`src/rtl/adcd_pkg.sv`:
```
// Constants and types for the converter clock chain and calibration.
// Assumes one master clock domain and an active-low asynchronous reset.
package adcd_pkg;
  // Channel and word geometry
  localparam int CHANNELS   = 6;
  localparam int CH_W       = 3;
  localparam int WORD_W     = 24;
  localparam int SAMPLE_W   = 3;
  localparam int GAIN_FRAC  = 23;
  localparam int OSR_CNT_W  = 12;
  // Configuration fields and reset values
  localparam logic [1:0] PRE_RST = 2'h0;
  localparam logic [2:0] OSR_RST = 3'h3;
  // Prescaler terminal counts, divide by 1, 2, 4 and 8
  localparam logic [2:0] PRE_LAST_1 = 3'h0;
  localparam logic [2:0] PRE_LAST_2 = 3'h1;
  localparam logic [2:0] PRE_LAST_4 = 3'h3;
  localparam logic [2:0] PRE_LAST_8 = 3'h7;
  // Modulator ticks per sample, and ticks data ready stays low
  localparam logic [1:0] QUARTER_LAST = 2'h3;
  localparam logic [1:0] QUARTER_HALF = 2'h2;
  localparam logic       DR_LOW_LAST  = 1'h1;
  // Oversampling terminal counts, ratio minus one
  localparam logic [11:0] OSR_LAST_32   = 12'h01F;
  localparam logic [11:0] OSR_LAST_64   = 12'h03F;
  localparam logic [11:0] OSR_LAST_128  = 12'h07F;
  localparam logic [11:0] OSR_LAST_256  = 12'h0FF;
  localparam logic [11:0] OSR_LAST_512  = 12'h1FF;
  localparam logic [11:0] OSR_LAST_1024 = 12'h3FF;
  localparam logic [11:0] OSR_LAST_2048 = 12'h7FF;
  localparam logic [11:0] OSR_LAST_4096 = 12'hFFF;
  localparam logic [2:0]  LAST_CH       = 3'h5;
  // Calibration sequencer states
  typedef enum logic {SEQ_IDLE, SEQ_RUN} adcd_seq_t;
endpackage

```
`src/rtl/adcd_clock_chain.sv`:
```
// Clock derivation chain, sinc decimator and per-channel calibration.
// Assumes clk_in is the master clock, inputs synchronous to it.
`timescale 1ns/1ps
// Notes on behaviour
// Prescale select 00/01/10/11 divides master clock by 1/2/4/8.
// Prescale select resets to 00, modulator clock undivided.
// Sample clock is modulator clock divided by four.
// One output word every oversampling-ratio sample periods.
// Each new word is announced by a data-ready pulse.
// Oversampling select 0..7 gives ratios 32 up to 4096.
// Oversampling select resets to 011, ratio 256.
// Decimator is a sinc filter, notches at multiples of output rate.
// Each channel gets its own 24-bit offset correction.
// Each channel gets its own 24-bit gain correction.
// Data ready pulses low half a sample period, unlatched, synchronous.
// Divider counters cleared in reset, count from zero after release.
module adcd_clock_chain (
  // Clock and reset
  input  wire logic                    clk_in,
  input  wire logic                    rst_n_in,
  // Configuration
  input  wire logic                    cfg_wr_in,
  input  wire logic [1:0]              prescale_sel_in,
  input  wire logic [2:0]              oversample_sel_in,
  output logic      [1:0]              prescale_sel_out,
  output logic      [2:0]              oversample_sel_out,
  // Calibration load
  input  wire logic                    cal_wr_in,
  input  wire logic [2:0]              cal_chan_in,
  input  wire logic [23:0]             chan_offset_corr_in,
  input  wire logic [23:0]             chan_gain_corr_in,
  // Modulator samples, 3-bit signed per channel
  input  wire logic [17:0]             mod_sample_in,
  // Derived clocks and data ready
  output logic                         modulator_clk_out,
  output logic                         sample_clk_out,
  output logic                         output_rate_clk_out,
  output logic                         data_ready_n_out,
  // Corrected results, channel 0 in the low bits
  output logic      [143:0]            result_out,
  output logic                         result_valid_out
);
  logic [1:0]  prescale_q;
  logic [2:0]  osr_q;
  logic [2:0]  pre_cnt_q;
  logic [2:0]  pre_last;
  logic        mod_tick;
  logic [1:0]  quarter_q;
  logic [1:0]  quarter_d;
  logic        samp_tick;
  logic [11:0] osr_cnt_q;
  logic [11:0] osr_last;
  logic        word_tick;
  logic        word_q;
  logic        samp_clk_q;
  logic        dr_n_q;
  logic        dr_cnt_q;
  adcd_pkg::adcd_seq_t seq_q;
  logic [2:0]  rd_ch_q;
  logic        proc_vld_q;
  logic [2:0]  proc_ch_q;
  logic        res_vld_q;
  logic [23:0] cal_off;
  logic [23:0] cal_gain;
  logic [23:0] raw_sel;
  logic [23:0] corr;
  logic [47:0] prod;
  logic [23:0] fixed;
  logic [23:0] raw_q [adcd_pkg::CHANNELS];

  // Config defaults at reset
  always_ff @(posedge clk_in or negedge rst_n_in) begin
    if (!rst_n_in) begin
      prescale_q <= adcd_pkg::PRE_RST;
      osr_q      <= adcd_pkg::OSR_RST;
    end else if (cfg_wr_in) begin
      prescale_q <= prescale_sel_in;
      osr_q      <= oversample_sel_in;
    end
  end

  // Prescale terminal count
  always_comb begin
    case (prescale_q)
      2'h0:    pre_last = adcd_pkg::PRE_LAST_1;
      2'h1:    pre_last = adcd_pkg::PRE_LAST_2;
      2'h2:    pre_last = adcd_pkg::PRE_LAST_4;
      2'h3:    pre_last = adcd_pkg::PRE_LAST_8;
      default: pre_last = adcd_pkg::PRE_LAST_1;
    endcase
  end

  // Ratio terminal count
  always_comb begin
    case (osr_q)
      3'h0:    osr_last = adcd_pkg::OSR_LAST_32;
      3'h1:    osr_last = adcd_pkg::OSR_LAST_64;
      3'h2:    osr_last = adcd_pkg::OSR_LAST_128;
      3'h3:    osr_last = adcd_pkg::OSR_LAST_256;
      3'h4:    osr_last = adcd_pkg::OSR_LAST_512;
      3'h5:    osr_last = adcd_pkg::OSR_LAST_1024;
      3'h6:    osr_last = adcd_pkg::OSR_LAST_2048;
      3'h7:    osr_last = adcd_pkg::OSR_LAST_4096;
      default: osr_last = adcd_pkg::OSR_LAST_256;
    endcase
  end

  // Compare with >= so a smaller ratio set mid-count still wraps
  assign mod_tick  = pre_cnt_q >= pre_last;
  assign samp_tick = mod_tick && quarter_q == adcd_pkg::QUARTER_LAST;
  assign word_tick = samp_tick && osr_cnt_q >= osr_last;
  assign quarter_d = mod_tick ? quarter_q + 2'h1 : quarter_q;

  // Prescale counter
  always_ff @(posedge clk_in or negedge rst_n_in) begin
    if (!rst_n_in) begin
      pre_cnt_q <= 3'h0;
    end else begin
      pre_cnt_q <= mod_tick ? 3'h0 : pre_cnt_q + 3'h1;
    end
  end

  // Divide by four into the sample clock
  always_ff @(posedge clk_in or negedge rst_n_in) begin
    if (!rst_n_in) begin
      quarter_q  <= 2'h0;
      samp_clk_q <= 1'h0;
    end else begin
      quarter_q  <= quarter_d;
      samp_clk_q <= quarter_d < adcd_pkg::QUARTER_HALF;
    end
  end

  // Oversampling counter
  always_ff @(posedge clk_in or negedge rst_n_in) begin
    if (!rst_n_in) begin
      osr_cnt_q <= 12'h000;
    end else if (samp_tick) begin
      osr_cnt_q <= word_tick ? 12'h000 : osr_cnt_q + 12'h001;
    end
  end

  // Low for two modulator ticks, then released unlatched
  always_ff @(posedge clk_in or negedge rst_n_in) begin
    if (!rst_n_in) begin
      dr_n_q   <= 1'h1;
      dr_cnt_q <= 1'h0;
      word_q   <= 1'h0;
    end else begin
      word_q <= word_tick;
      if (word_tick) begin
        dr_n_q   <= 1'h0;
        dr_cnt_q <= 1'h0;
      end else if (!dr_n_q && mod_tick) begin
        dr_cnt_q <= 1'h1;
        if (dr_cnt_q == adcd_pkg::DR_LOW_LAST) begin
          dr_n_q <= 1'h1;
        end
      end
    end
  end

  // Sinc accumulate-and-dump per channel
  for (genvar ch = 0; ch < adcd_pkg::CHANNELS; ch++) begin : g_chan
    logic [23:0] acc_q;
    logic [23:0] sum;
    logic [23:0] res_q;
    assign sum = acc_q + {{21{mod_sample_in[ch*3+2]}},
                          mod_sample_in[ch*3 +: 3]};
    always_ff @(posedge clk_in or negedge rst_n_in) begin
      if (!rst_n_in) begin
        acc_q     <= 24'h000000;
        raw_q[ch] <= 24'h000000;
      end else if (samp_tick) begin
        acc_q <= word_tick ? 24'h000000 : sum;
        if (word_tick) begin
          raw_q[ch] <= sum;
        end
      end
    end
    // Corrected word lands in its own slice
    always_ff @(posedge clk_in or negedge rst_n_in) begin
      if (!rst_n_in) begin
        res_q <= 24'h000000;
      end else if (proc_vld_q && proc_ch_q == 3'(ch)) begin
        res_q <= fixed;
      end
    end
    assign result_out[ch*24 +: 24] = res_q;
  end

  // Calibration sequencer walks the channels after each word
  always_ff @(posedge clk_in or negedge rst_n_in) begin
    if (!rst_n_in) begin
      seq_q      <= adcd_pkg::SEQ_IDLE;
      rd_ch_q    <= 3'h0;
      proc_vld_q <= 1'h0;
      proc_ch_q  <= 3'h0;
      res_vld_q  <= 1'h0;
    end else begin
      proc_vld_q <= seq_q == adcd_pkg::SEQ_RUN;
      proc_ch_q  <= rd_ch_q;
      res_vld_q  <= proc_vld_q && proc_ch_q == adcd_pkg::LAST_CH;
      case (seq_q)
        adcd_pkg::SEQ_IDLE: begin
          rd_ch_q <= 3'h0;
          if (word_q) begin
            seq_q <= adcd_pkg::SEQ_RUN;
          end
        end
        adcd_pkg::SEQ_RUN: begin
          rd_ch_q <= rd_ch_q + 3'h1;
          if (rd_ch_q == adcd_pkg::LAST_CH) begin
            seq_q <= adcd_pkg::SEQ_IDLE;
          end
        end
        default: seq_q <= adcd_pkg::SEQ_IDLE;
      endcase
    end
  end

  adcd_cal_mem u_cal_mem (
    .clk_in       (clk_in),
    .wr_in        (cal_wr_in),
    .wr_ch_in     (cal_chan_in),
    .wr_offset_in (chan_offset_corr_in),
    .wr_gain_in   (chan_gain_corr_in),
    .rd_ch_in     (rd_ch_q),
    .rd_offset_out(cal_off),
    .rd_gain_out  (cal_gain)
  );

  // Offset add, then slope scaled by one plus gain over 2^23
  // Result wraps on overflow; no saturation, kept small on purpose
  always_comb begin
    raw_sel = raw_q[proc_ch_q < 3'h6 ? proc_ch_q : 3'h0];
    corr    = raw_sel + cal_off;
    prod    = $signed(corr) * $signed(cal_gain);
    fixed   = corr + prod[46:23];
  end

  assign prescale_sel_out    = prescale_q;
  assign oversample_sel_out  = osr_q;
  assign modulator_clk_out   = mod_tick;
  assign sample_clk_out      = samp_clk_q;
  assign output_rate_clk_out = word_q;
  assign data_ready_n_out    = dr_n_q;
  assign result_valid_out    = res_vld_q;

  // Word spacing helper for the rate checks; a config write voids
  // the interval, since the >= compare may then cut it short
  logic [17:0] since_word_q;
  logic        cfg_held_q;
  always_ff @(posedge clk_in or negedge rst_n_in) begin
    if (!rst_n_in) begin
      since_word_q <= 18'h00000;
      cfg_held_q   <= 1'h0;
    end else begin
      since_word_q <= word_tick ? 18'h00000 : since_word_q + 18'h00001;
      cfg_held_q   <= !cfg_wr_in && (word_tick || cfg_held_q);
    end
  end
endmodule

```
`src/rtl/adcd_cal_mem.sv`:
```
// Per-channel offset and gain calibration store.
// Assumes one writer and one reader; read data appear one cycle later.
`timescale 1ns/1ps
module adcd_cal_mem (
  // Clock
  input  wire logic                       clk_in,
  // Write side
  input  wire logic                       wr_in,
  input  wire logic [adcd_pkg::CH_W-1:0]   wr_ch_in,
  input  wire logic [adcd_pkg::WORD_W-1:0] wr_offset_in,
  input  wire logic [adcd_pkg::WORD_W-1:0] wr_gain_in,
  // Read side
  input  wire logic [adcd_pkg::CH_W-1:0]   rd_ch_in,
  output logic      [adcd_pkg::WORD_W-1:0] rd_offset_out,
  output logic      [adcd_pkg::WORD_W-1:0] rd_gain_out
);
  logic [adcd_pkg::WORD_W-1:0] offset_mem [adcd_pkg::CHANNELS];
  logic [adcd_pkg::WORD_W-1:0] gain_mem   [adcd_pkg::CHANNELS];

  // Storage holds no reset, like a plain RAM; software loads it
  always_ff @(posedge clk_in) begin
    if (wr_in && wr_ch_in <= adcd_pkg::LAST_CH) begin
      offset_mem[wr_ch_in] <= wr_offset_in;
      gain_mem[wr_ch_in]   <= wr_gain_in;
    end
  end

  // Registered read
  always_ff @(posedge clk_in) begin
    rd_offset_out <= offset_mem[rd_ch_in];
    rd_gain_out   <= gain_mem[rd_ch_in];
  end
endmodule

```
`config.mk`:
```
export PLATFORM = sky130hd
export DESIGN_NAME = adcd_clock_chain
export DESIGN_NICKNAME = d
export VERILOG_FILES = /design/src/rtl/adcd_pkg.sv /design/src/rtl/adcd_clock_chain.sv /design/src/rtl/adcd_cal_mem.sv
export SDC_FILE = /design/constraint.sdc
export NUM_CORES = 2
export LEC_CHECK = 0
export CORE_AREA = 8 8 337 339
export DETAILED_ROUTE_END_ITERATION = 7
export DIE_AREA = 0 0 345 347
export DONT_BUFFER_PORTS = 1
export GPL_ROUTABILITY_DRIVEN = 0
export GPL_TIMING_DRIVEN = 1
export HOLD_SLACK_MARGIN = 0.15
export PLACE_DENSITY_LB_ADDON = 0.12
export SETUP_SLACK_MARGIN = 0.4
export SYNTH_ARGS = -nofsm -noshare
export SYNTH_HDL_FRONTEND = slang
export SYNTH_SLANG_ARGS = --single-unit
export TNS_END_PERCENT = 100
```
`constraint.sdc`:
```
create_clock -name clk_in -period 11.6 [get_ports clk_in]
set_clock_uncertainty 0.1 [all_clocks]
set_input_delay 1.74 -clock clk_in [delete_from_list [all_inputs] [get_ports clk_in]]
set_output_delay 1.74 -clock clk_in [all_outputs]
set_load 0.03 [all_outputs]
```
After elaboration in Yosys (flattened, before gate mapping). Memory sizes are Yosys's and may differ from the RTL's. A register that Yosys moved wholly into a read port is not among the register bits. Index checks and enable logic that the tools add are counted.

Register bits after elaboration: 467. Memory bits (writable): 288. ROM bits: 56. Bits of input ports: 78. Output and inout bits: 154. Memories kept: 3.

$add $sub $neg: 12. Multiply operators: 1. Order comparisons: 6. Eq/ne operators: 10. Multiplexer cells: 25. Bitwise gates (word level): 2. Reduce and logical (&&, ||, !) cells: 17.

Memories: u_cal_mem.gain_mem (words 6, bits a word 24, read ports 1, clocked after Yosys merged registers in 1, write ports 1, line adcd_cal_mem.sv:18) `logic [adcd_pkg::WORD_W-1:0] gain_mem [adcd_pkg::CHANNELS];`; u_cal_mem.offset_mem (words 6, bits a word 24, read ports 1, clocked after Yosys merged registers in 1, write ports 1, line adcd_cal_mem.sv:17) `logic [adcd_pkg::WORD_W-1:0] offset_mem [adcd_pkg::CHANNELS];`; (no name shown) (words 8, bits a word 7, read ports 1, clocked after Yosys merged registers in 0, write ports 0, line adcd_clock_chain.sv:95) `case (osr_q)`.

Operators by type and width (number): 24-bit adder (8); 24-bit 2-to-1 mux (8); 24-bit binary-select mux with 3-bit select (1); 24-bit by 24-bit multiplier with 47-bit output (1); 12-bit by 1-bit adder with 12-bit output (second input constant) (1); 12-bit greater-or-equal comparator (1); 12-bit 2-to-1 mux (1); 3-bit case mux with 4 select lines (1); 1-bit logical AND (10); 3-bit == test (second input constant) (3); 1-bit 2-to-1 mux (9); 3-bit by 1-bit adder with 3-bit output (second input constant) (2); 2-bit == test (second input constant) (3); 3-bit by 2-bit == test with 1-bit output (second input constant) (2); 3-bit 2-to-1 mux (2); 3-bit case mux with 2 select lines (1); 4-bit greater-or-equal comparator (second input constant) (1); 3-bit NOT with 4-bit output (1); 2-bit AND reduction (2); 2-bit nonzero test (2); 3-bit by 1-bit == test with 1-bit output (second input constant) (1); 3-bit greater-or-equal comparator (1); 3-bit less-or-equal comparator (second input constant) (1); 3-bit zero test (1); 9 further kinds (9).

Depth between registers and ports, before layout.
Depth after elaboration: 9. Gate-level depth with buffers: 54. Gate-level depth less buffers: 51.

Modules after synthesis. A second synthesis with hierarchy kept.

Cells, all modules: 5635. Area total of the unflattened synthesis: 58886.5 um^2.

By module, submodules not included: adcd_clock_chain (instances 1, cells each 5017, area an instance 46799.9 um^2, sequential area each 11690.0 um^2); adcd_cal_mem (instances 1, cells each 618, area an instance 12086.6 um^2, sequential area each 9609.2 um^2).

Least setup slack after synthesis. No wires, ideal clock.

Path kind: reg2reg. Start: reg proc_ch_q[0]. End: reg g_chan[1].res_q[23]. Library setup time: 0.132 ns. Arrival time: 11.781 ns. Data required time: 11.368 ns. Setup slack: -0.413 ns. Stages on the path, launching flop included: 52. Path buffers: 5. Clock period less this slack: 12.013 ns. Cells stage by stage: dfrtp_1 -> buf_2 -> buf_1 -> clkbuf_1 -> clkbuf_1 -> a22oi_1 -> o221ai_1 -> ha_1 -> fa_1 -> a21o_1 -> a21oi_1 -> o211a_1 -> o31ai_2 -> o211ai_1 -> a31oi_1 -> o21ai_0 -> nand2b_1 -> xor2_1 -> (+16 left out) -> a211o_1 -> a2111oi_4 -> o31ai_1 -> a21oi_1 -> o21ai_0 -> nand2b_1 -> a21oi_1 -> xnor2_1 -> ha_1 -> and3_1 -> a221o_1 -> nor3_1 -> o21ai_0 -> nand2_1 -> o21ai_0 -> o41ai_1 -> xnor2_2 -> o21ai_1.

Longest elaborated chain between the ends: 9. Elaborated cells between the ends (all ways): 11. Classes of those cells: add/sub: 2; mul: 1; order compare: 1; eq/ne: 1; mux: 4; bitwise: 1; reduce/logical: 1.

Ends and longest elaborated chain: from (decl) (line adcd_clock_chain.sv:61) `logic [2:0] proc_ch_q;`; from (signal assigned) (line adcd_clock_chain.sv:202) `proc_ch_q <= rd_ch_q;`; 3-bit less-than comparator (line adcd_clock_chain.sv:236) `raw_sel = raw_q[proc_ch_q < 3'h6 ? proc_ch_q : 3'h0];`; 3-bit 2-to-1 mux (line adcd_clock_chain.sv:236); 3-bit NOT with 4-bit output (line adcd_clock_chain.sv:236); 24-bit binary-select mux with 3-bit select (line adcd_clock_chain.sv:236); 24-bit 2-to-1 mux (2 in a row) (line adcd_clock_chain.sv:236); 24-bit adder (line adcd_clock_chain.sv:237) `corr = raw_sel + cal_off;`; 24-bit by 24-bit multiplier with 47-bit output (line adcd_clock_chain.sv:238) `prod = $signed(corr) * $signed(cal_gain);`; 24-bit adder (line adcd_clock_chain.sv:239) `fixed = corr + prod[46:23];`; to (signal assigned) (line adcd_clock_chain.sv:186) `res_q <= fixed;`; to (decl) (line adcd_clock_chain.sv:167) `logic [23:0] res_q;`.

Parallel ways exist; a longest one is shown, timed or not. The select of a mux whose other input is x is not followed. A chain may end at the register's enable or synchronous reset.

Final worst setup path.
Start: reg proc_ch_q[1]. End: reg g_chan[1].res_q[22].

The elaborated chain is that of the path after synthesis.

==> flow_summary.ini <==
[synth]
yosysTopAreaCellShare_pct = 20.6
synth_edf_count = 288
syn_nets = 6604
synth-seq-cells = 803
synthCells = 5592
synth.area.top_cells = fa_1, dfrtp_1, edfxtp_1
synth_area_leader_cell = fa_1
ys_types = 77
synthArstFlopShare_pct = 58.2
yosysSeqAreaShare_pct = 36.2
syn_area_um2 = 58800
ys_warn_count = 0
synth_area_per_cell_um2 = 10.5
ys.flop_type = dfrtp_1

[detailed_routing]
vias_per_cell = 5.63
drt-initial-drc-count = 2511
dr.pass1.iters = 5
drc = 0
vias = 40700
antenna_left = 0
wl_per_cell_um = 21.1
finalWirelength_um = 153000

[cts]
cts.clk_slew.worst_paths_ns = 0.06
cts_buffers = 86
cts_root_buf = clkbuf_16
clk_latency_ns = 0.70
clk_path_buf_depth = 3
clock-sinks = 803
h-tree-depth = 3
cts_tree = built

[cells_and_area]
drive_above_1_share_pct = 14.3
layout_common_cells = nand2_1, inv_1, fa_1
area_delta_synth_final_pct = 12.9
final.fill_count = 8947
antenna_cells = 0
final_common_cell = nand2_1
multi_input_area_um2 = 35200
regArea_um2 = 21300
nNetsFinal = 6760

[status]
status = finished with violations
violations = max-slew violations

[job]
max_cap_viol_count = 0

[grt]
antenna_found_initial = 1
grt_use_total_pct = 25.5
grt_pass1_vias = 42100
overflow = 0
grt_pass1_wl_um = 242000
grt_start_max_net_pins = 468

[timing]
hold_viol_final = 0
rsz0062_at_grt = true
slew_headroom_pct = -4.62
hold_ws_ns = 0.366
tightestPinTransition_ns = 1.57
finalCriticalPeriod_ns = 11.50
min_period_over_period_pct = 99.2
drv_slew = 68
max_freq_mhz = 86.9
finalSetupViolations = 0

[setup_path]
critPathCaptureType = register
reg2reg_slack_ns = 0.1
critPathKind = register to register
critical-path-slowest-cell = fa_1
arrival_ns = 11.90
critical-path-max-stage-delay_ns = 0.55
crit_buf_inv = 13
critPathMostFrequentCell = fa_1
rr_startpoint = proc_ch_q[1]
reg2reg_to = g_chan[1].res_q[22]
crit_required_ns = 12.00
crit_family = adder cells
critPathMaxFanout = 7
rr_worst_depth = 50
startpoint_type = register

[floorplan]
core_um2 = 108000
rows = 121
io_pins = 232
start_util_pct = 54.4
die-width_um = 345
dieArea_um2 = 120000
chipHeight_um = 347

[hold_path]
whs_endpoint = g_chan[2].acc_q[13]
hold_path.class = register to register
min_from = g_chan[2].acc_q[13]
whs_path_depth = 2

[placement]
dpl.hpwl_um = 111000
port-buffer-count = 0
[how the worst max path moves through the flow]
| stage | startpoint | end | slack [ns] | depth (start not counted) |
|---|---|---|---|---|
| floorplan | proc_ch_q[0] | g_chan[1].res_q[23] | 0.45 | 51 |
| global placement | proc_ch_q[1] | g_chan[0].res_q[22] | -0.26 | 49 |
| detailed placement | proc_ch_q[1] | g_chan[0].res_q[22] | -0.47 | 49 |
| CTS | proc_ch_q[1] | g_chan[1].res_q[22] | 0.18 | 48 |
| global route | proc_ch_q[0] | g_chan[0].res_q[22] | -0.44 | 48 |
| finish | proc_ch_q[1] | g_chan[1].res_q[22] | 0.1 | 50 |
[per-layer routing]
metal	vias to the layer above	global-route usage (%)	wire, µm
met4	0	7.17	4440
met2	1140	41.2	70900
met1	20500	35.2	67300
li1	18800	-	-
met5	-	0	0
met3	248	5.04	10300
[logic make-up (layout without fill, tap and decap cells)]
logic type / after synthesis / after routing / share of synthesized area (%)
simple gates: 1571 / 1571 / 12.2
compound gates: 948 / 948 / 10.2
buf+inv: 938 / 1166 / 6.00
fa+ha+maj: 934 / 934 / 27.6
flops: 803 / 803 / 36.2
xor+xnor: 207 / 207 / 3.19
mux: 191 / 191 / 4.64
[cell usage after synthesis (57+ instances only)]
cell	instances
nand2_1	837
inv_1	688
fa_1	606
dfrtp_1	464
o21ai_0	344
ha_1	328
and2_1	307
edfxtp_1	288
clkbuf_1	212
a21oi_1	188
nor2_1	182
xnor2_1	119
a21o_1	91
xor2_1	82
mux2i_1	77
o31ai_1	68
mux4_2	60
nand3_1	57
[metrics by stage]
step                      utilization (%)  setup TNS, ns  setup WS (ns)  instance area, µm²  std cells
after global routing                 61.5         -17.95         -0.445               66400       7234
after global placement               57.5          -4.04         -0.261               62200       7035
after detailed placement             57.5         -11.11         -0.472               62200       7035
after CTS                            60.9              0          0.183               65800       7211
after floorplan                         -              0          0.452               59000       5592
final                                61.5              0         0.0957               66400       7234
[registers in the layout, indices dropped and copies added, names as in the netlist, 12 cells and up]
register                 cells
raw_q                      144
osr_cnt_q                   12
g_chan.acc_q               144
u_cal_mem.offset_mem       144
u_cal_mem.rd_gain_out       24
g_chan.res_q               144
u_cal_mem.rd_offset_out     24
u_cal_mem.gain_mem         144
[tightest hold or removal path: cells and delay by family (launching register included)]
family	cells	cell delay, ns
simple gates	2	0.10
flops	1	0.34
[repair_timing]
action / in CTS / in global routing
hold buffers: 0 / 0
cloned: 1 / 0
buffers inserted: 15 / 23
pin swaps: 106 / 79
resized for setup: 147 / 161
setup endpoints to repair: 102 / 114
[final cells by class]
| cell class | instances | share of cell area (%) |
|---|---|---|
| clock buffer | 118 | 3.59 |
| clock inverter | 42 | 0.804 |
| inverter | 689 | 3.89 |
| multi-input combinational | 3851 | 53.0 |
| sequential | 803 | 32.1 |
| tap | 1414 | 2.66 |
| timing repair buffer | 317 | 3.93 |
Power is not shown: default switching activity piles up to over one toggle a cycle in this logic, so the estimate is an artifact.
